`src/shared/cmp_params.svh`:
```
// Register offsets, field positions and reset values of the comparator control block.
`ifndef CMP_PARAMS_SVH
`define CMP_PARAMS_SVH

`define CMP_ADDR_W            12
`define CMP_OFF_INTCTL        12'h000
`define CMP_OFF_FLAGS2        12'h004
`define CMP_OFF_ENABLES2      12'h008
`define CMP_OFF_PRIORITY2     12'h00C
`define CMP_OFF_CMPCTL        12'h010
`define CMP_OFF_LADDER        12'h014
`define CMP_OFF_CONV1         12'h018
`define CMP_OFF_PORTF_DIR     12'h01C

`define CMP_BIT_GIE           7
`define CMP_BIT_PERIPHERAL_IRQ_ENABLE          6
`define CMP_BIT_CHANGE        6
`define CMP_BIT_RES_TWO       7
`define CMP_BIT_RES_ONE       6
`define CMP_BIT_INV_TWO       5
`define CMP_BIT_INV_ONE       4
`define CMP_BIT_PORTF_REF     5

`define CMP_FLAGS2_MASK       8'hCE
`define CMP_CMPCTL_WMASK      8'h3F
`define CMP_CONV1_MASK        8'h3F
`define CMP_PORTF_MASK        8'hFE

`define CMP_RST_INTCTL        8'h00
`define CMP_RST_FLAGS2        8'h00
`define CMP_RST_ENABLES2      8'h00
`define CMP_RST_PRIORITY2     8'hCE
`define CMP_RST_CMPCTL        8'h07
`define CMP_RST_LADDER        8'h00
`define CMP_RST_CONV1         8'h00
`define CMP_RST_PORTF_DIR     8'hFE

`define CMP_MODE_OFF          3'h7
`define CMP_MODE_MUX_REF      3'h6

`define CMP_TAP_QUARTER       7'h18
`define CMP_TAP_STEP_LOW      3'h4
`define CMP_TAP_STEP_HIGH     3'h3

`endif

```
`src/shared/cmp_pkg.sv`:
```
// Types shared by the comparator control block.
package cmp_pkg;

	typedef struct packed {
		logic       power;
		logic       pin_oe;
		logic       range_low;
		logic       src_ext;
		logic [3:0] level;
	} ladder_ctrl_s;

	typedef struct packed {
		logic       res_two;
		logic       res_one;
		logic       inv_two;
		logic       inv_one;
		logic       input_switch;
		logic [2:0] mode;
	} cmp_ctrl_s;

endpackage

```
`src/design/cmp_sync.sv`:
```
// Two-stage synchroniser for the raw comparator outputs.
`timescale 1ns/10ps
`default_nettype none

module cmp_sync (
	input  wire logic       pclk,
	input  wire logic       presetn,
	input  wire logic [1:0] raw_in,
	output logic      [1:0] sync_out
);

	logic [1:0] stage_one_reg;

	genvar i;
	generate
		for (i = 0; i < 2; i++) begin : g_sync
			always_ff @(posedge pclk or negedge presetn) begin
				if (!presetn) begin
					stage_one_reg[i] <= 1'b0;
					sync_out[i]      <= 1'b0;
				end else begin
					stage_one_reg[i] <= raw_in[i];
					sync_out[i]      <= stage_one_reg[i];
				end
			end
		end
	endgenerate

endmodule

`default_nettype wire

```
`src/design/comparator_irq_and_vref_control.sv`:
```
// Comparator change detection, interrupt gating and reference ladder control behind APB.
//
// Contract
// Either comparator result differing from its last seen copy sets the change flag.
// Software writing 0 clears the change flag; writing 1 sets it.
// Change flag is bit 6 of flags two; its enable is bit 6 of enables two.
// Interrupt only when flag, change enable, peripheral and global enables all set.
// The flag sets on a change even while any enable is clear.
// A change coinciding with a control register access may not set the flag.
// Any read or write of comparator control refreshes the reference copy.
// A lasting mismatch keeps setting the flag, so clears only stick afterwards.
// Active comparators keep working in sleep; an enabled change interrupt wakes.
// Waking from sleep leaves comparator control unchanged.
// Software should set mode 111 before sleep to save power.
// Reset puts comparator control in reset state with mode 111, both off.
// Comparator pins default analog after reset, following the port analog field.
// Reference power bit 7 powers the ladder on at 1, down at 0.
// Pin output enable bit 6 drives the reference pin, overriding direction bit 5.
// Range bit 5: 1 is low range in 1/24 steps, 0 high range in 1/32.
// Source bit 4: 1 uses external reference pins, 0 the supply rails.
// Four-bit level code picks one of sixteen taps within the range.
// Reset clears reference power, pin enable, range and level bits.
// Result bits 7 and 6 read 1 when plus exceeds minus, inverted if set.
// Internal reference feeds both positive inputs only in mode 110.
// Results are synchronised and compared with a copy refreshed on each access.
`timescale 1ns/10ps
`default_nettype none
`include "cmp_params.svh"

module comparator_irq_and_vref_control (
	input  wire logic                   pclk,
	input  wire logic                   presetn,
	input  wire logic                   psel,
	input  wire logic                   penable,
	input  wire logic                   pwrite,
	input  wire logic [`CMP_ADDR_W-1:0] paddr,
	input  wire logic [31:0]            pwdata,
	output logic      [31:0]            prdata,
	output logic                        pready,
	output logic                        pslverr,
	input  wire logic                   cmp_one_raw,
	input  wire logic                   cmp_two_raw,
	input  wire logic                   sleep_active,
	output logic                        irq_req,
	output logic                        irq_high_priority,
	output logic                        wake_req,
	output logic                        cmp_one_out,
	output logic                        cmp_two_out,
	output logic      [2:0]             cmp_mode,
	output logic                        cmp_input_switch,
	output logic                        cmp_enabled,
	output logic                        ref_to_positive_inputs,
	output logic      [3:0]             port_analog_config,
	output logic      [1:0]             ref_voltage_config,
	output logic                        ladder_power,
	output logic                        ladder_range_low,
	output logic                        ladder_source_ext,
	output logic      [3:0]             ladder_level_code,
	output logic      [6:0]             ladder_tap_96ths,
	output logic                        ref_pin_drive,
	output logic                        port_f5_oe_n
);

	logic [7:0]            intctl_reg;
	logic [7:0]            flags2_reg;
	logic [7:0]            enables2_reg;
	logic [7:0]            priority2_reg;
	cmp_pkg::cmp_ctrl_s    cmpctl_reg;
	cmp_pkg::ladder_ctrl_s ladder_reg;
	logic [7:0]            conv1_reg;
	logic [7:0]            portf_dir_reg;
	logic [1:0]            seen_reg;
	logic [31:0]           prdata_reg;
	logic                  slverr_reg;

	logic [1:0]            cmp_sync_q;
	logic [1:0]            result_now;
	logic                  mismatch;
	logic                  setup_phase;
	logic                  access_done;
	logic                  wr_done;
	logic                  cmpctl_touch;
	logic [7:0]            rd_byte;
	logic                  irq_gate;

	// Decodes a register offset; used only for the error flag, the read mux decodes on its own.
	function automatic logic is_mapped(input logic [`CMP_ADDR_W-1:0] a);
		unique case (a)
			`CMP_OFF_INTCTL, `CMP_OFF_FLAGS2, `CMP_OFF_ENABLES2, `CMP_OFF_PRIORITY2,
			`CMP_OFF_CMPCTL, `CMP_OFF_LADDER, `CMP_OFF_CONV1, `CMP_OFF_PORTF_DIR:
				is_mapped = 1'b1;
			default:
				is_mapped = 1'b0;
		endcase
	endfunction

	cmp_sync u_sync (
		.pclk     (pclk),
		.presetn  (presetn),
		.raw_in   ({cmp_two_raw, cmp_one_raw}),
		.sync_out (cmp_sync_q)
	);

	ladder_tap u_tap (
		.pclk      (pclk),
		.presetn   (presetn),
		.ctrl      (ladder_reg),
		.tap_96ths (ladder_tap_96ths),
		.ladder_on (ladder_power)
	);

	// Switched-off comparators report a steady low so that raw input changes cannot
	// set the change flag while they stay off.
	always_comb begin
		if (cmpctl_reg.mode == `CMP_MODE_OFF) begin
			result_now = 2'b00;
		end else begin
			result_now = cmp_sync_q ^ {cmpctl_reg.inv_two, cmpctl_reg.inv_one};
		end
	end

	assign mismatch = (result_now != seen_reg);

	// Bus timing: read data are captured at the setup edge, so every access has one
	// access cycle and pready is simply the access phase.
	assign setup_phase  = psel & ~penable;
	assign pready       = psel & penable;
	assign access_done  = psel & penable;
	assign wr_done      = access_done & pwrite;
	assign cmpctl_touch = access_done & (paddr == `CMP_OFF_CMPCTL);
	assign prdata       = prdata_reg;
	assign pslverr      = slverr_reg & pready;

	always_comb begin
		unique case (paddr)
			`CMP_OFF_INTCTL:    rd_byte = intctl_reg;
			`CMP_OFF_FLAGS2:    rd_byte = flags2_reg;
			`CMP_OFF_ENABLES2:  rd_byte = enables2_reg;
			`CMP_OFF_PRIORITY2: rd_byte = priority2_reg;
			`CMP_OFF_CMPCTL:    rd_byte = {result_now, cmpctl_reg[5:0]};
			`CMP_OFF_LADDER:    rd_byte = ladder_reg;
			`CMP_OFF_CONV1:     rd_byte = conv1_reg;
			`CMP_OFF_PORTF_DIR: rd_byte = portf_dir_reg;
			default:            rd_byte = 8'h00;
		endcase
	end

	always_ff @(posedge pclk or negedge presetn) begin
		if (!presetn) begin
			prdata_reg <= 32'h00000000;
			slverr_reg <= 1'b0;
		end else if (setup_phase) begin
			prdata_reg <= {24'h000000, rd_byte};
			slverr_reg <= ~is_mapped(paddr);
		end
	end

	// Reference copy of the results; only a control register access updates it. A
	// change landing in that very cycle still sets the flag once, which is allowed.
	always_ff @(posedge pclk or negedge presetn) begin
		if (!presetn) begin
			seen_reg <= 2'b00;
		end else if (cmpctl_touch) begin
			seen_reg <= result_now;
		end
	end

	// Flags two: the hardware set outranks a software clear in the same cycle, and
	// a standing mismatch sets it again on every cycle until the copy is refreshed.
	always_ff @(posedge pclk or negedge presetn) begin
		if (!presetn) begin
			flags2_reg <= `CMP_RST_FLAGS2;
		end else begin
			if (wr_done && paddr == `CMP_OFF_FLAGS2) begin
				flags2_reg <= pwdata[7:0] & `CMP_FLAGS2_MASK;
			end
			if (mismatch) begin
				flags2_reg[`CMP_BIT_CHANGE] <= 1'b1;
			end
		end
	end

	always_ff @(posedge pclk or negedge presetn) begin
		if (!presetn) begin
			intctl_reg <= `CMP_RST_INTCTL;
		end else if (wr_done && paddr == `CMP_OFF_INTCTL) begin
			intctl_reg <= pwdata[7:0];
		end
	end

	always_ff @(posedge pclk or negedge presetn) begin
		if (!presetn) begin
			enables2_reg <= `CMP_RST_ENABLES2;
		end else if (wr_done && paddr == `CMP_OFF_ENABLES2) begin
			enables2_reg <= pwdata[7:0] & `CMP_FLAGS2_MASK;
		end
	end

	always_ff @(posedge pclk or negedge presetn) begin
		if (!presetn) begin
			priority2_reg <= `CMP_RST_PRIORITY2;
		end else if (wr_done && paddr == `CMP_OFF_PRIORITY2) begin
			priority2_reg <= pwdata[7:0] & `CMP_FLAGS2_MASK;
		end
	end

	// Comparator control holds no sleep dependence at all, so a wake-up leaves it
	// exactly as software left it.
	always_ff @(posedge pclk or negedge presetn) begin
		if (!presetn) begin
			cmpctl_reg <= `CMP_RST_CMPCTL;
		end else if (wr_done && paddr == `CMP_OFF_CMPCTL) begin
			cmpctl_reg <= pwdata[7:0] & `CMP_CMPCTL_WMASK;
		end
	end

	always_ff @(posedge pclk or negedge presetn) begin
		if (!presetn) begin
			ladder_reg <= `CMP_RST_LADDER;
		end else if (wr_done && paddr == `CMP_OFF_LADDER) begin
			ladder_reg <= pwdata[7:0];
		end
	end

	always_ff @(posedge pclk or negedge presetn) begin
		if (!presetn) begin
			conv1_reg <= `CMP_RST_CONV1;
		end else if (wr_done && paddr == `CMP_OFF_CONV1) begin
			conv1_reg <= pwdata[7:0] & `CMP_CONV1_MASK;
		end
	end

	always_ff @(posedge pclk or negedge presetn) begin
		if (!presetn) begin
			portf_dir_reg <= `CMP_RST_PORTF_DIR;
		end else if (wr_done && paddr == `CMP_OFF_PORTF_DIR) begin
			portf_dir_reg <= pwdata[7:0] & `CMP_PORTF_MASK;
		end
	end

	assign irq_gate = flags2_reg[`CMP_BIT_CHANGE] & enables2_reg[`CMP_BIT_CHANGE]
		& intctl_reg[`CMP_BIT_PERIPHERAL_IRQ_ENABLE] & intctl_reg[`CMP_BIT_GIE];

	// Registered outputs; the sleep input does not stop any of this logic.
	always_ff @(posedge pclk or negedge presetn) begin
		if (!presetn) begin
			irq_req           <= 1'b0;
			irq_high_priority <= 1'b0;
			wake_req          <= 1'b0;
		end else begin
			irq_req           <= irq_gate;
			irq_high_priority <= irq_gate & priority2_reg[`CMP_BIT_CHANGE];
			wake_req          <= irq_gate & sleep_active;
		end
	end

	always_ff @(posedge pclk or negedge presetn) begin
		if (!presetn) begin
			cmp_one_out            <= 1'b0;
			cmp_two_out            <= 1'b0;
			cmp_mode               <= `CMP_MODE_OFF;
			cmp_input_switch       <= 1'b0;
			cmp_enabled            <= 1'b0;
			ref_to_positive_inputs <= 1'b0;
		end else begin
			cmp_one_out            <= result_now[0];
			cmp_two_out            <= result_now[1];
			cmp_mode               <= cmpctl_reg.mode;
			cmp_input_switch       <= cmpctl_reg.input_switch;
			cmp_enabled            <= (cmpctl_reg.mode != `CMP_MODE_OFF);
			ref_to_positive_inputs <= (cmpctl_reg.mode == `CMP_MODE_MUX_REF);
		end
	end

	always_ff @(posedge pclk or negedge presetn) begin
		if (!presetn) begin
			port_analog_config <= 4'h0;
			ref_voltage_config <= 2'h0;
		end else begin
			port_analog_config <= conv1_reg[3:0];
			ref_voltage_config <= conv1_reg[5:4];
		end
	end

	// The reference pin is forced to output while the ladder drives it, whatever its
	// direction bit says; the direction bit only matters again once that is off.
	always_ff @(posedge pclk or negedge presetn) begin
		if (!presetn) begin
			ladder_range_low  <= 1'b0;
			ladder_source_ext <= 1'b0;
			ladder_level_code <= 4'h0;
			ref_pin_drive     <= 1'b0;
			port_f5_oe_n      <= 1'b1;
		end else begin
			ladder_range_low  <= ladder_reg.range_low;
			ladder_source_ext <= ladder_reg.src_ext;
			ladder_level_code <= ladder_reg.level;
			ref_pin_drive     <= ladder_reg.pin_oe;
			port_f5_oe_n      <= ~(ladder_reg.pin_oe | ~portf_dir_reg[`CMP_BIT_PORTF_REF]);
		end
	end

endmodule

`default_nettype wire

```
`src/design/ladder_tap.sv`:
```
// Ladder tap selection: reference level in 96ths of the source span.
`timescale 1ns/10ps
`default_nettype none
`include "cmp_params.svh"

module ladder_tap (
	input  wire logic                 pclk,
	input  wire logic                 presetn,
	input  wire cmp_pkg::ladder_ctrl_s ctrl,
	output logic               [6:0]  tap_96ths,
	output logic                      ladder_on
);

	logic [6:0] tap_next;

	// Low range steps by 1/24 (4/96); high range starts at 1/4 and steps by 1/32 (3/96).
	always_comb begin
		if (ctrl.range_low) begin
			tap_next = 7'(ctrl.level) * 7'(`CMP_TAP_STEP_LOW);
		end else begin
			tap_next = 7'(`CMP_TAP_QUARTER + ctrl.level * `CMP_TAP_STEP_HIGH);
		end
	end

	always_ff @(posedge pclk or negedge presetn) begin
		if (!presetn) begin
			tap_96ths <= 7'h00;
			ladder_on <= 1'b0;
		end else begin
			tap_96ths <= tap_next;
			ladder_on <= ctrl.power;
		end
	end

endmodule

`default_nettype wire

```
`config.mk`:
```
export PLATFORM = sky130hd
export DESIGN_NAME = comparator_irq_and_vref_control
export DESIGN_NICKNAME = d
export VERILOG_FILES = /design/src/shared/cmp_pkg.sv /design/src/design/cmp_sync.sv /design/src/design/comparator_irq_and_vref_control.sv /design/src/design/ladder_tap.sv
export VERILOG_INCLUDE_DIRS = /design/src /design/src/shared
export SDC_FILE = /design/constraint.sdc
export NUM_CORES = 1
export LEC_CHECK = 0
export BUFFER_PORTS_ARGS = -buffer_cell sky130_fd_sc_hd__buf_2
export CORE_AREA = 2 2 97 99
export CTS_BUF_LIST = sky130_fd_sc_hd__clkbuf_4 sky130_fd_sc_hd__clkbuf_8
export DETAILED_ROUTE_END_ITERATION = 8
export DIE_AREA = 0 0 99 101
export GPL_TIMING_DRIVEN = 0
export PLACE_DENSITY = 0.75
export SYNTH_ARGS = -nofsm -noshare
export SYNTH_HDL_FRONTEND = slang
export SYNTH_SLANG_ARGS = --single-unit
```
`constraint.sdc`:
```
create_clock -name pclk -period 3 [get_ports pclk]
set_input_delay 0.15 -clock pclk [delete_from_list [all_inputs] [get_ports pclk]]
set_output_delay 0.15 -clock pclk [all_outputs]
set_load 0.1 [all_outputs]
```
* Yosys cells after proc, flatten, opt, wreduce, memory -nomap -nowiden
Memories as Yosys holds them, arrays and structs flattened.
Cells that the tools add are included.
W data, S select, Z words.
** Cells by class
- Eq/ne operators :: 11
- Reductions and logical operators :: 11
- Muxes and demuxes :: 7
- Bitwise gates (word level) :: 16
- Add/sub/neg operators :: 1
- $mul :: 1
** Operator list (count)
- $pmux W8 S8 :: 1
- $eq A12 B5 Y1 const B :: 4
- $eq A12 B4 Y1 const B :: 2
- $mux W7 :: 2
- $eq A12 B3 Y1 const B :: 1
- $logic_not A12 Y1 :: 1
- $and A1 B1 Y1 :: 10
- $logic_and A1 B1 Y1 :: 8
- $add A5 B6 Y7 const A :: 1
- $logic_not A7 Y1 :: 1
- $eq A3 B3 Y1 const B :: 2
- $mul A4 B2 Y6 const B :: 1
- $not A1 Y1 :: 4
- $mux W1 :: 3
- $ne A3 B3 Y1 const B :: 1
- $mux W2 :: 1
- $ne A2 B2 Y1 :: 1
- $reduce_bool A2 Y1 :: 1
- $xor A2 B2 Y2 :: 1
- $or A1 B1 Y1 :: 1
** Word-level totals
- Register bits :: 98
- ROM bits :: 32
- Memories :: 1
- Logic and storage cells :: 89
** Memories
- (no name shown) :: depth 32, bits a word 1, read ports 1, clocked after memory_dff 0, wr ports 0, RTL line comparator_irq_and_vref_control.sv:88 : unique case (a)

* Longest topological paths before layout
Gate-level depths: netlist (run 1).
- Word-level depth :: 5
- Mapped depth :: 7
- Gate-level depth less buffers :: 7

* By module
Synthesis (run 1) repeated with hierarchy kept, for this count alone.
** Unflattened totals
- Cells, all modules :: 325
- Area total of the unflattened synthesis :: 4376.7 um2
** By module, submodules not included
- comparator_irq_and_vref_control :: area an instance 3843.7 um2, seq. area each 2175.8 um2, cells an instance 286, instances 1
- ladder_tap :: area an instance 432.9 um2, seq. area each 200.2 um2, cells an instance 35, instances 1
- cmp_sync :: area an instance 100.1 um2, seq. area each 100.1 um2, cells an instance 4, instances 1

* Least setup slack after synthesis (run 1)
No wires, ideal clock.
- Kind :: in2reg
- From :: input port penable
- To :: register seen_reg[0]
- Cell stages on the path :: 4
- Path slack :: 1.316 ns
- Arrival time :: 1.559 ns
- Data required time :: 2.875 ns
- Library setup time :: 0.125 ns
- Cells stage by stage :: and2_1 and3_1 nand3_1 mux2_2
** Between the ends
- Word-level cells in the longest chain between the ends :: 2
** RTL lines
- from (decl) :: RTL line comparator_irq_and_vref_control.sv:34 : input wire logic penable,
- $and A1 B1 Y1 :: RTL line comparator_irq_and_vref_control.sv:128 : assign access_done = psel & penable;
- $and A1 B1 Y1 :: RTL line comparator_irq_and_vref_control.sv:130 : assign cmpctl_touch = access_done & (paddr == `CMP_OFF_CMPCTL);
- to (signal assigned) :: RTL line comparator_irq_and_vref_control.sv:164 : seen_reg <= result_now;
- to (decl) :: RTL line comparator_irq_and_vref_control.sv:72 : logic [1:0] seen_reg;
Every way passes these cells.
A chain may end at the register's enable or synchronous reset.

* Worst setup path in the final report (run 1)
- From :: register ladder_reg[2] in the netlist's numbering
- To :: register u_tap.tap_96ths[4]
** Between the ends
- Word-level cells in the longest chain between the ends :: 3
** RTL lines
- from (decl) :: RTL line comparator_irq_and_vref_control.sv:69 : cmp_pkg::ladder_ctrl_s ladder_reg;
- from (signal assigned) :: RTL line comparator_irq_and_vref_control.sv:219 : ladder_reg <= `CMP_RST_LADDER;
- from (signal assigned) :: RTL line comparator_irq_and_vref_control.sv:221 : ladder_reg <= pwdata[7:0];
- $mul A4 B2 Y6 (no source line)
- $add A5 B6 Y7 (no source line)
- $mux W7 (*) :: RTL line ladder_tap.sv:18 : if (ctrl.range_low) begin
- net u_tap.tap_next[4] :: RTL line ladder_tap.sv:14 : logic [6:0] tap_next;
- to (signal assigned) :: RTL line ladder_tap.sv:30 : tap_96ths <= tap_next;
- to (decl) :: RTL line ladder_tap.sv:10 : output logic [6:0] tap_96ths,
The timed path passes the listed nets; every way through them passes the cells marked *.

==> results_dict.tcl, run 1 <==
set metrics [dict create \
    power_density_nw_per_um2 462 \
    grt_max_degree 71 \
    skew_ns 0.0118 \
    cts_max_path_buffers 2 \
    hold_path_depth 3 \
    fin_crit_sh_pct 61.3 \
    worstPathRequired_ns 3.24 \
    power_leakage_nw 2.60 \
    finish.instance_area_um2 5150 \
    ant_nets 0 \
    cts_setup_buffers 0 \
    fin_crit_ns 1.84 \
    ys_async_sr_fraction_pct 100 \
    hpwl_um 6720 \
    drive_gt1_share_pct 46.7 \
    netlist_instances 321 \
    viasPerCell 5.17 \
    r2r_slack_ns 1.16 \
    clock_sinks 98 \
    start_util_pct 48.4 \
    ys_top_cells_by_count "dfrtp_1, mux2_2, buf_4, dfstp_2, nand2_1" \
    crit_cells 6 \
    yosys.area.top_type "dfrtp_1" \
    path_clk_slew_ns 0.09 \
    antenna_found_initial 0 \
    finalMaxSlewViolations 0 \
    syn_to_final_growth_pct 18.5 \
    max_freq_ghz 0.544 \
    cpMaxStageDelayCell "dfrtp_1" \
    critPathBufInv 1 \
    crit_type "register to register" \
    yosys_warnings 0 \
    ir_drop_mv 0.242 \
    globalplace.congestion 0.851 \
    ys_types 47 \
    endpoint_kind "register" \
    critPathTopFamily "adder cells" \
    hp-class "input pin to register" \
    synthFlopType "dfrtp_1" \
    status "complete, no violations" \
    maxCapViolCount 0 \
    wirelength_um 9080 \
    n_antenna_cell 0 \
    synth_area_um2 4350 \
    clock_latency_ns 0.36 \
    gr-total-overflow 0 \
    cts_hold_buffers 4 \
    crit_top_cell "ha_1" \
    crit_chain "ha_1 > ha_1 > inv_1 > fa_1 > xnor2_1 > o21ai_0" \
    die_w_um 99 \
    die_height_um 101 \
    wl_per_cell_um 16.7 \
    drtIter0Drc 109 \
    cts_max_level 3 \
    synth-seq-cells 98 \
    critPathMaxFanout 8 \
    ios 119 \
    grt_pass1_wl_um 14000 \
    layout.nets 487 \
    synth.avg_cell_area_um2 13.5 \
    synth.most_common_cell "dfrtp_1" \
    seq_area_frac_synth_pct 57.0 \
    tns_ns 0 \
    track_usage_pct 18.7 \
    cpPeakStageDelay_ns 0.50 \
    synth_edf_count 0 \
    critPathArrivalTime_ns 2.07 \
    worst_setup_path_start_kind "register" \
    cts_tree "done" \
    setup_viol 0 \
    reg2reg_depth 6 \
    fill_cells 761 \
    tightest_slew_ns 0.534 \
    die_area_um2 10000 \
    rsz0062_at_grt "false" \
    io_buffers 68 \
    numCtsBuffers 9 \
    core_um2 8980 \
    hold_viol 0 \
    slew_headroom_pct 64.3 \
    grt_pass1_vias 2660 \
    cts-resized-gates 0 \
    place_area_um2 4940 \
    dr_total_vias 2813 \
    synth_top_area_share_pct 45.5 \
    rows 35 \
    synth_area_leaders "dfrtp_1, mux2_2, dfstp_2" \
    drc 0 \
    dr.pass1.iters 4 \
    cts-root-buf "clkbuf_8" \
]
==> final timing paths <==
| path | endpoint | from |
|---|---|---|
| setup / recovery | u_tap.tap_96ths[4]$_DFF_PN0_ | ladder_reg[2]$_DFFE_PN0P_ |
| hold / removal | flags2_reg[7]$_DFFE_PN0P_ | pwdata[7] |
| setup reg to reg | u_tap.tap_96ths[4]$_DFF_PN0_ | ladder_reg[2]$_DFFE_PN0P_ |
| hold reg to reg | u_sync.sync_out[0]$_DFF_PN0_ | u_sync.stage_one_reg[0]$_DFF_PN0_ |
| max in group asynchronous | priority2_reg[1]$_DFFE_PN1P_ | presetn |
| min in group asynchronous | ladder_level_code[0]$_DFF_PN0_ | presetn |
==> cells by family (layout without fill, tap and decap cells) <==
family	after synthesis	in the layout	share of synthesized area, %
flops	98	98	57.0
simple gates	78	78	12.1
mux	66	66	18.4
buf+inv	45	134	6.07
compound gates	22	22	3.22
fa+ha+maj	7	7	2.36
xor+xnor	4	4	0.806
other cells	1	24	0.0863
==> area by class of cell <==
class                   count  area [µm²]  share of cell area (%)
clock buffers              10         138                    2.67
clock inverters             6        32.5                   0.631
multi-input cells         201        1690                    32.9
inverters                  11        41.3                   0.801
plain buffers              34         223                    4.32
well taps                 111         139                    2.70
repair buffers             73         410                    7.97
flip-flops and latches     98        2480                    48.1
==> power breakdown <==
part	switching, mW	internal, mW
Combinational	0.241	0.0618
Sequential	0.00208	1.33
Clock	0.433	0.317
==> tightest hold or removal path, delay by kind of cell <==
family	cells	cell delay [ns]
buf+inv	1	0.14
compound gates	1	0.06
simple gates	1	0.06
==> per-layer routing <==
layer  part of all wire (%)  GRT usage [%]  up-vias
met2                     48           29.4       96
met1                     42           25.3     1407
met5                      0              0        -
met3                    6.6           3.61       20
met4                    2.7           8.64        0
li1                       -              -     1290
==> stage by stage <==
stage / utilization [%] / worst slack (ns) / power, mW / instances / hold WS (ns)
4_1_cts: 57.4 / 1.13 / 2.40 / 544 / 0.0689
3_3_place_gp: 54.7 / 0.901 / 1.65 / 523 / 0.259
6_report: 57.4 / 1.16 / 2.38 / 544 / 0.0809
2_1_floorplan: - / 1.32 / 1.57 / 344 / -0.146
3_5_place_dp: 55.1 / 0.940 / 1.65 / 524 / 0.103
5_1_grt: 57.4 / 1.01 / 2.48 / 544 / 0.0769
==> cell usage in the layout, fill, tap and decap left out, types with 7 or more instances in the layout <==
| master | count |
|---|---|
| buf_2 | 71 |
| buf_4 | 25 |
| clkbuf_8 | 10 |
| conb_1 | 24 |
| dfrtp_1 | 79 |
| dfstp_2 | 19 |
| inv_1 | 11 |
| mux2_2 | 52 |
| mux2i_1 | 8 |
| nand2_1 | 16 |
| nand3_1 | 7 |
| nor2_1 | 12 |
| o21ai_0 | 9 |
(Power assumes the default switching activity.)
==> inputs of run 2 (changes only) <==
clock period = 1.75 ns   (was 3 ns; I/O delays follow)
==> results_dict.tcl, run 2 (synthesized netlist as in run 1, its figures left out) <==
set metrics [dict create \
    rows 35 \
    die_height_um 101 \
    gr-total-overflow 0 \
    total_power_mw 4.09 \
    cts_max_path_buffers 2 \
    syn_to_final_growth_pct 20.7 \
    r2r_start "ladder_reg[2]$_DFFE_PN0P_" \
    globalplace.congestion 0.851 \
    r2r_slack_ns 0.03 \
    die_w_um 99 \
    final_cell_mix "dfrtp_1, buf_2, mux2_2" \
    setup_viol 0 \
    clock_latency_ns 0.36 \
    drc 0 \
    layout_commonest_cell "dfrtp_1" \
    ios 119 \
    hpwl_um 6720 \
    finish.instance_area_um2 5250 \
    path_clk_slew_ns 0.09 \
    viasPerCell 5.16 \
    die_area_um2 10000 \
    tns_ns 0 \
    core_um2 8980 \
    layout.nets 492 \
    critPathMaxFanout 4 \
    ant_nets 0 \
    dr_total_vias 2835 \
    worstPathRequired_ns 2.01 \
    track_usage_pct 18.7 \
    ir_drop_mv 0.414 \
    drive_gt1_share_pct 50.0 \
    max_freq_ghz 0.582 \
    hp-class "input pin to register" \
    hold_viol 0 \
    dr.pass1.iters 4 \
    critPathBufInv 2 \
    seqCellArea_um2 2480 \
    clock_sinks 98 \
    grt_pass1_wl_um 14000 \
    numCtsBuffers 9 \
    crit_top_cell "buf_4" \
    crit_chain "buf_4 > buf_4 > fa_1 > a31oi_1 > nor2_1 > xnor2_1" \
    cts_max_level 3 \
    place_area_um2 4940 \
    tightest_slew_ns 0.543 \
    n_antenna_cell 0 \
    status "complete, no violations" \
    cpMaxStageDelayCell "fa_1" \
    power_density_nw_per_um2 779 \
    multiInputGateArea_um2 1740 \
    io_buffers 68 \
    wl_per_cell_um 16.9 \
    power_leakage_nw 2.64 \
    crit_type "register to register" \
    grt_max_degree 71 \
    fin_crit_sh_pct 98.1 \
    endpoint_kind "register" \
    instances_no_fill 549 \
    worst_setup_path_start_kind "register" \
    finalMaxSlewViolations 0 \
    antenna_found_initial 0 \
    cts-root-buf "clkbuf_8" \
    fin_crit_ns 1.72 \
    wirelength_um 9280 \
    cts_tree "done" \
    maxCapViolCount 0 \
    start_util_pct 48.4 \
    place_inst 524 \
    cp-startpoint "ladder_reg[2]$_DFFE_PN0P_" \
    hp-start "pwdata[7]" \
    critPathArrivalTime_ns 1.97 \
    slew_headroom_pct 63.7 \
    cpPeakStageDelay_ns 0.48 \
    critPathTopFamily "adder cells" \
    fill_cells 745 \
    drtIter0Drc 141 \
    grt_pass1_vias 2668 \
    skew_ns 0.0134 \
]
run 2: changes by cell type in the layout (fill, tap and decap cells not counted), sizes merged:
cell,change
buf,+6
clkbuf,-1
run 2: through the flow:
stage          util [%]  worst slack, ns  hold WS (ns)
3_3_place_gp       54.7           -0.286         0.196
5_1_grt            58.4          -0.0393        0.0144
4_1_cts            57.7          -0.0378       0.00637
6_report           58.4           0.0328        0.0144
2_1_floorplan         -           0.0970        -0.208
3_5_place_dp       55.1           -0.247        0.0400
run 2: report_power, final:
part | internal [mW] | leakage [nW] | switching [mW]
Sequential | 2.27 | 1.25 | 0.00353
Combinational | 0.107 | 1.29 | 0.415
Clock | 0.543 | 0.0916 | 0.745
run 2: per-layer routing:
| metal | wire length [µm] | track usage [%] | up-vias |
|---|---|---|---|
| li1 | - | - | 1300 |
| met1 | 3880 | 25.3 | 1421 |
| met2 | 4590 | 29.7 | 97 |
| met3 | 588 | 3.54 | 17 |
| met4 | 219 | 8.32 | 0 |
| met5 | 0 | 0 | - |
run 2: final cells by class:
cell class              count  share of cell area (%)
flip-flops and latches     98                    47.3
multi-input cells         201                    33.2
clock buffers              10                    2.62
repair buffers             79                    8.68
inverters                  11                   0.787
plain buffers              33                    4.17
well taps                 111                    2.65
clock inverters             6                   0.620
run 2: repair_timing:
item | in CTS | in global routing
hold endpoints to repair | 31 | 0
setup endpoints to repair | 4 | 5
hold buffers | 4 | 0
resized for setup | 3 | 9
pin swaps | 0 | 4
buffers inserted | 2 | 4
run 2: tightest hold or removal path, cell delays in order:
cell and delay [ns]:
buf_2 0.14, nand2_1 0.05, o21ai_0 0.06
run 2: path summary, 6_finish.rpt:
kind / to / cells past startpoint
worst max-delay path: u_tap.tap_96ths[5]$_DFF_PN0_ / 6
worst min-delay path: flags2_reg[7]$_DFFE_PN0P_ / 3
worst max register to register: u_tap.tap_96ths[5]$_DFF_PN0_ / 6
worst min register to register: u_sync.sync_out[0]$_DFF_PN0_ / 0
max in group asynchronous: priority2_reg[1]$_DFFE_PN1P_ / 3
min in group asynchronous: ladder_level_code[0]$_DFF_PN0_ / 2
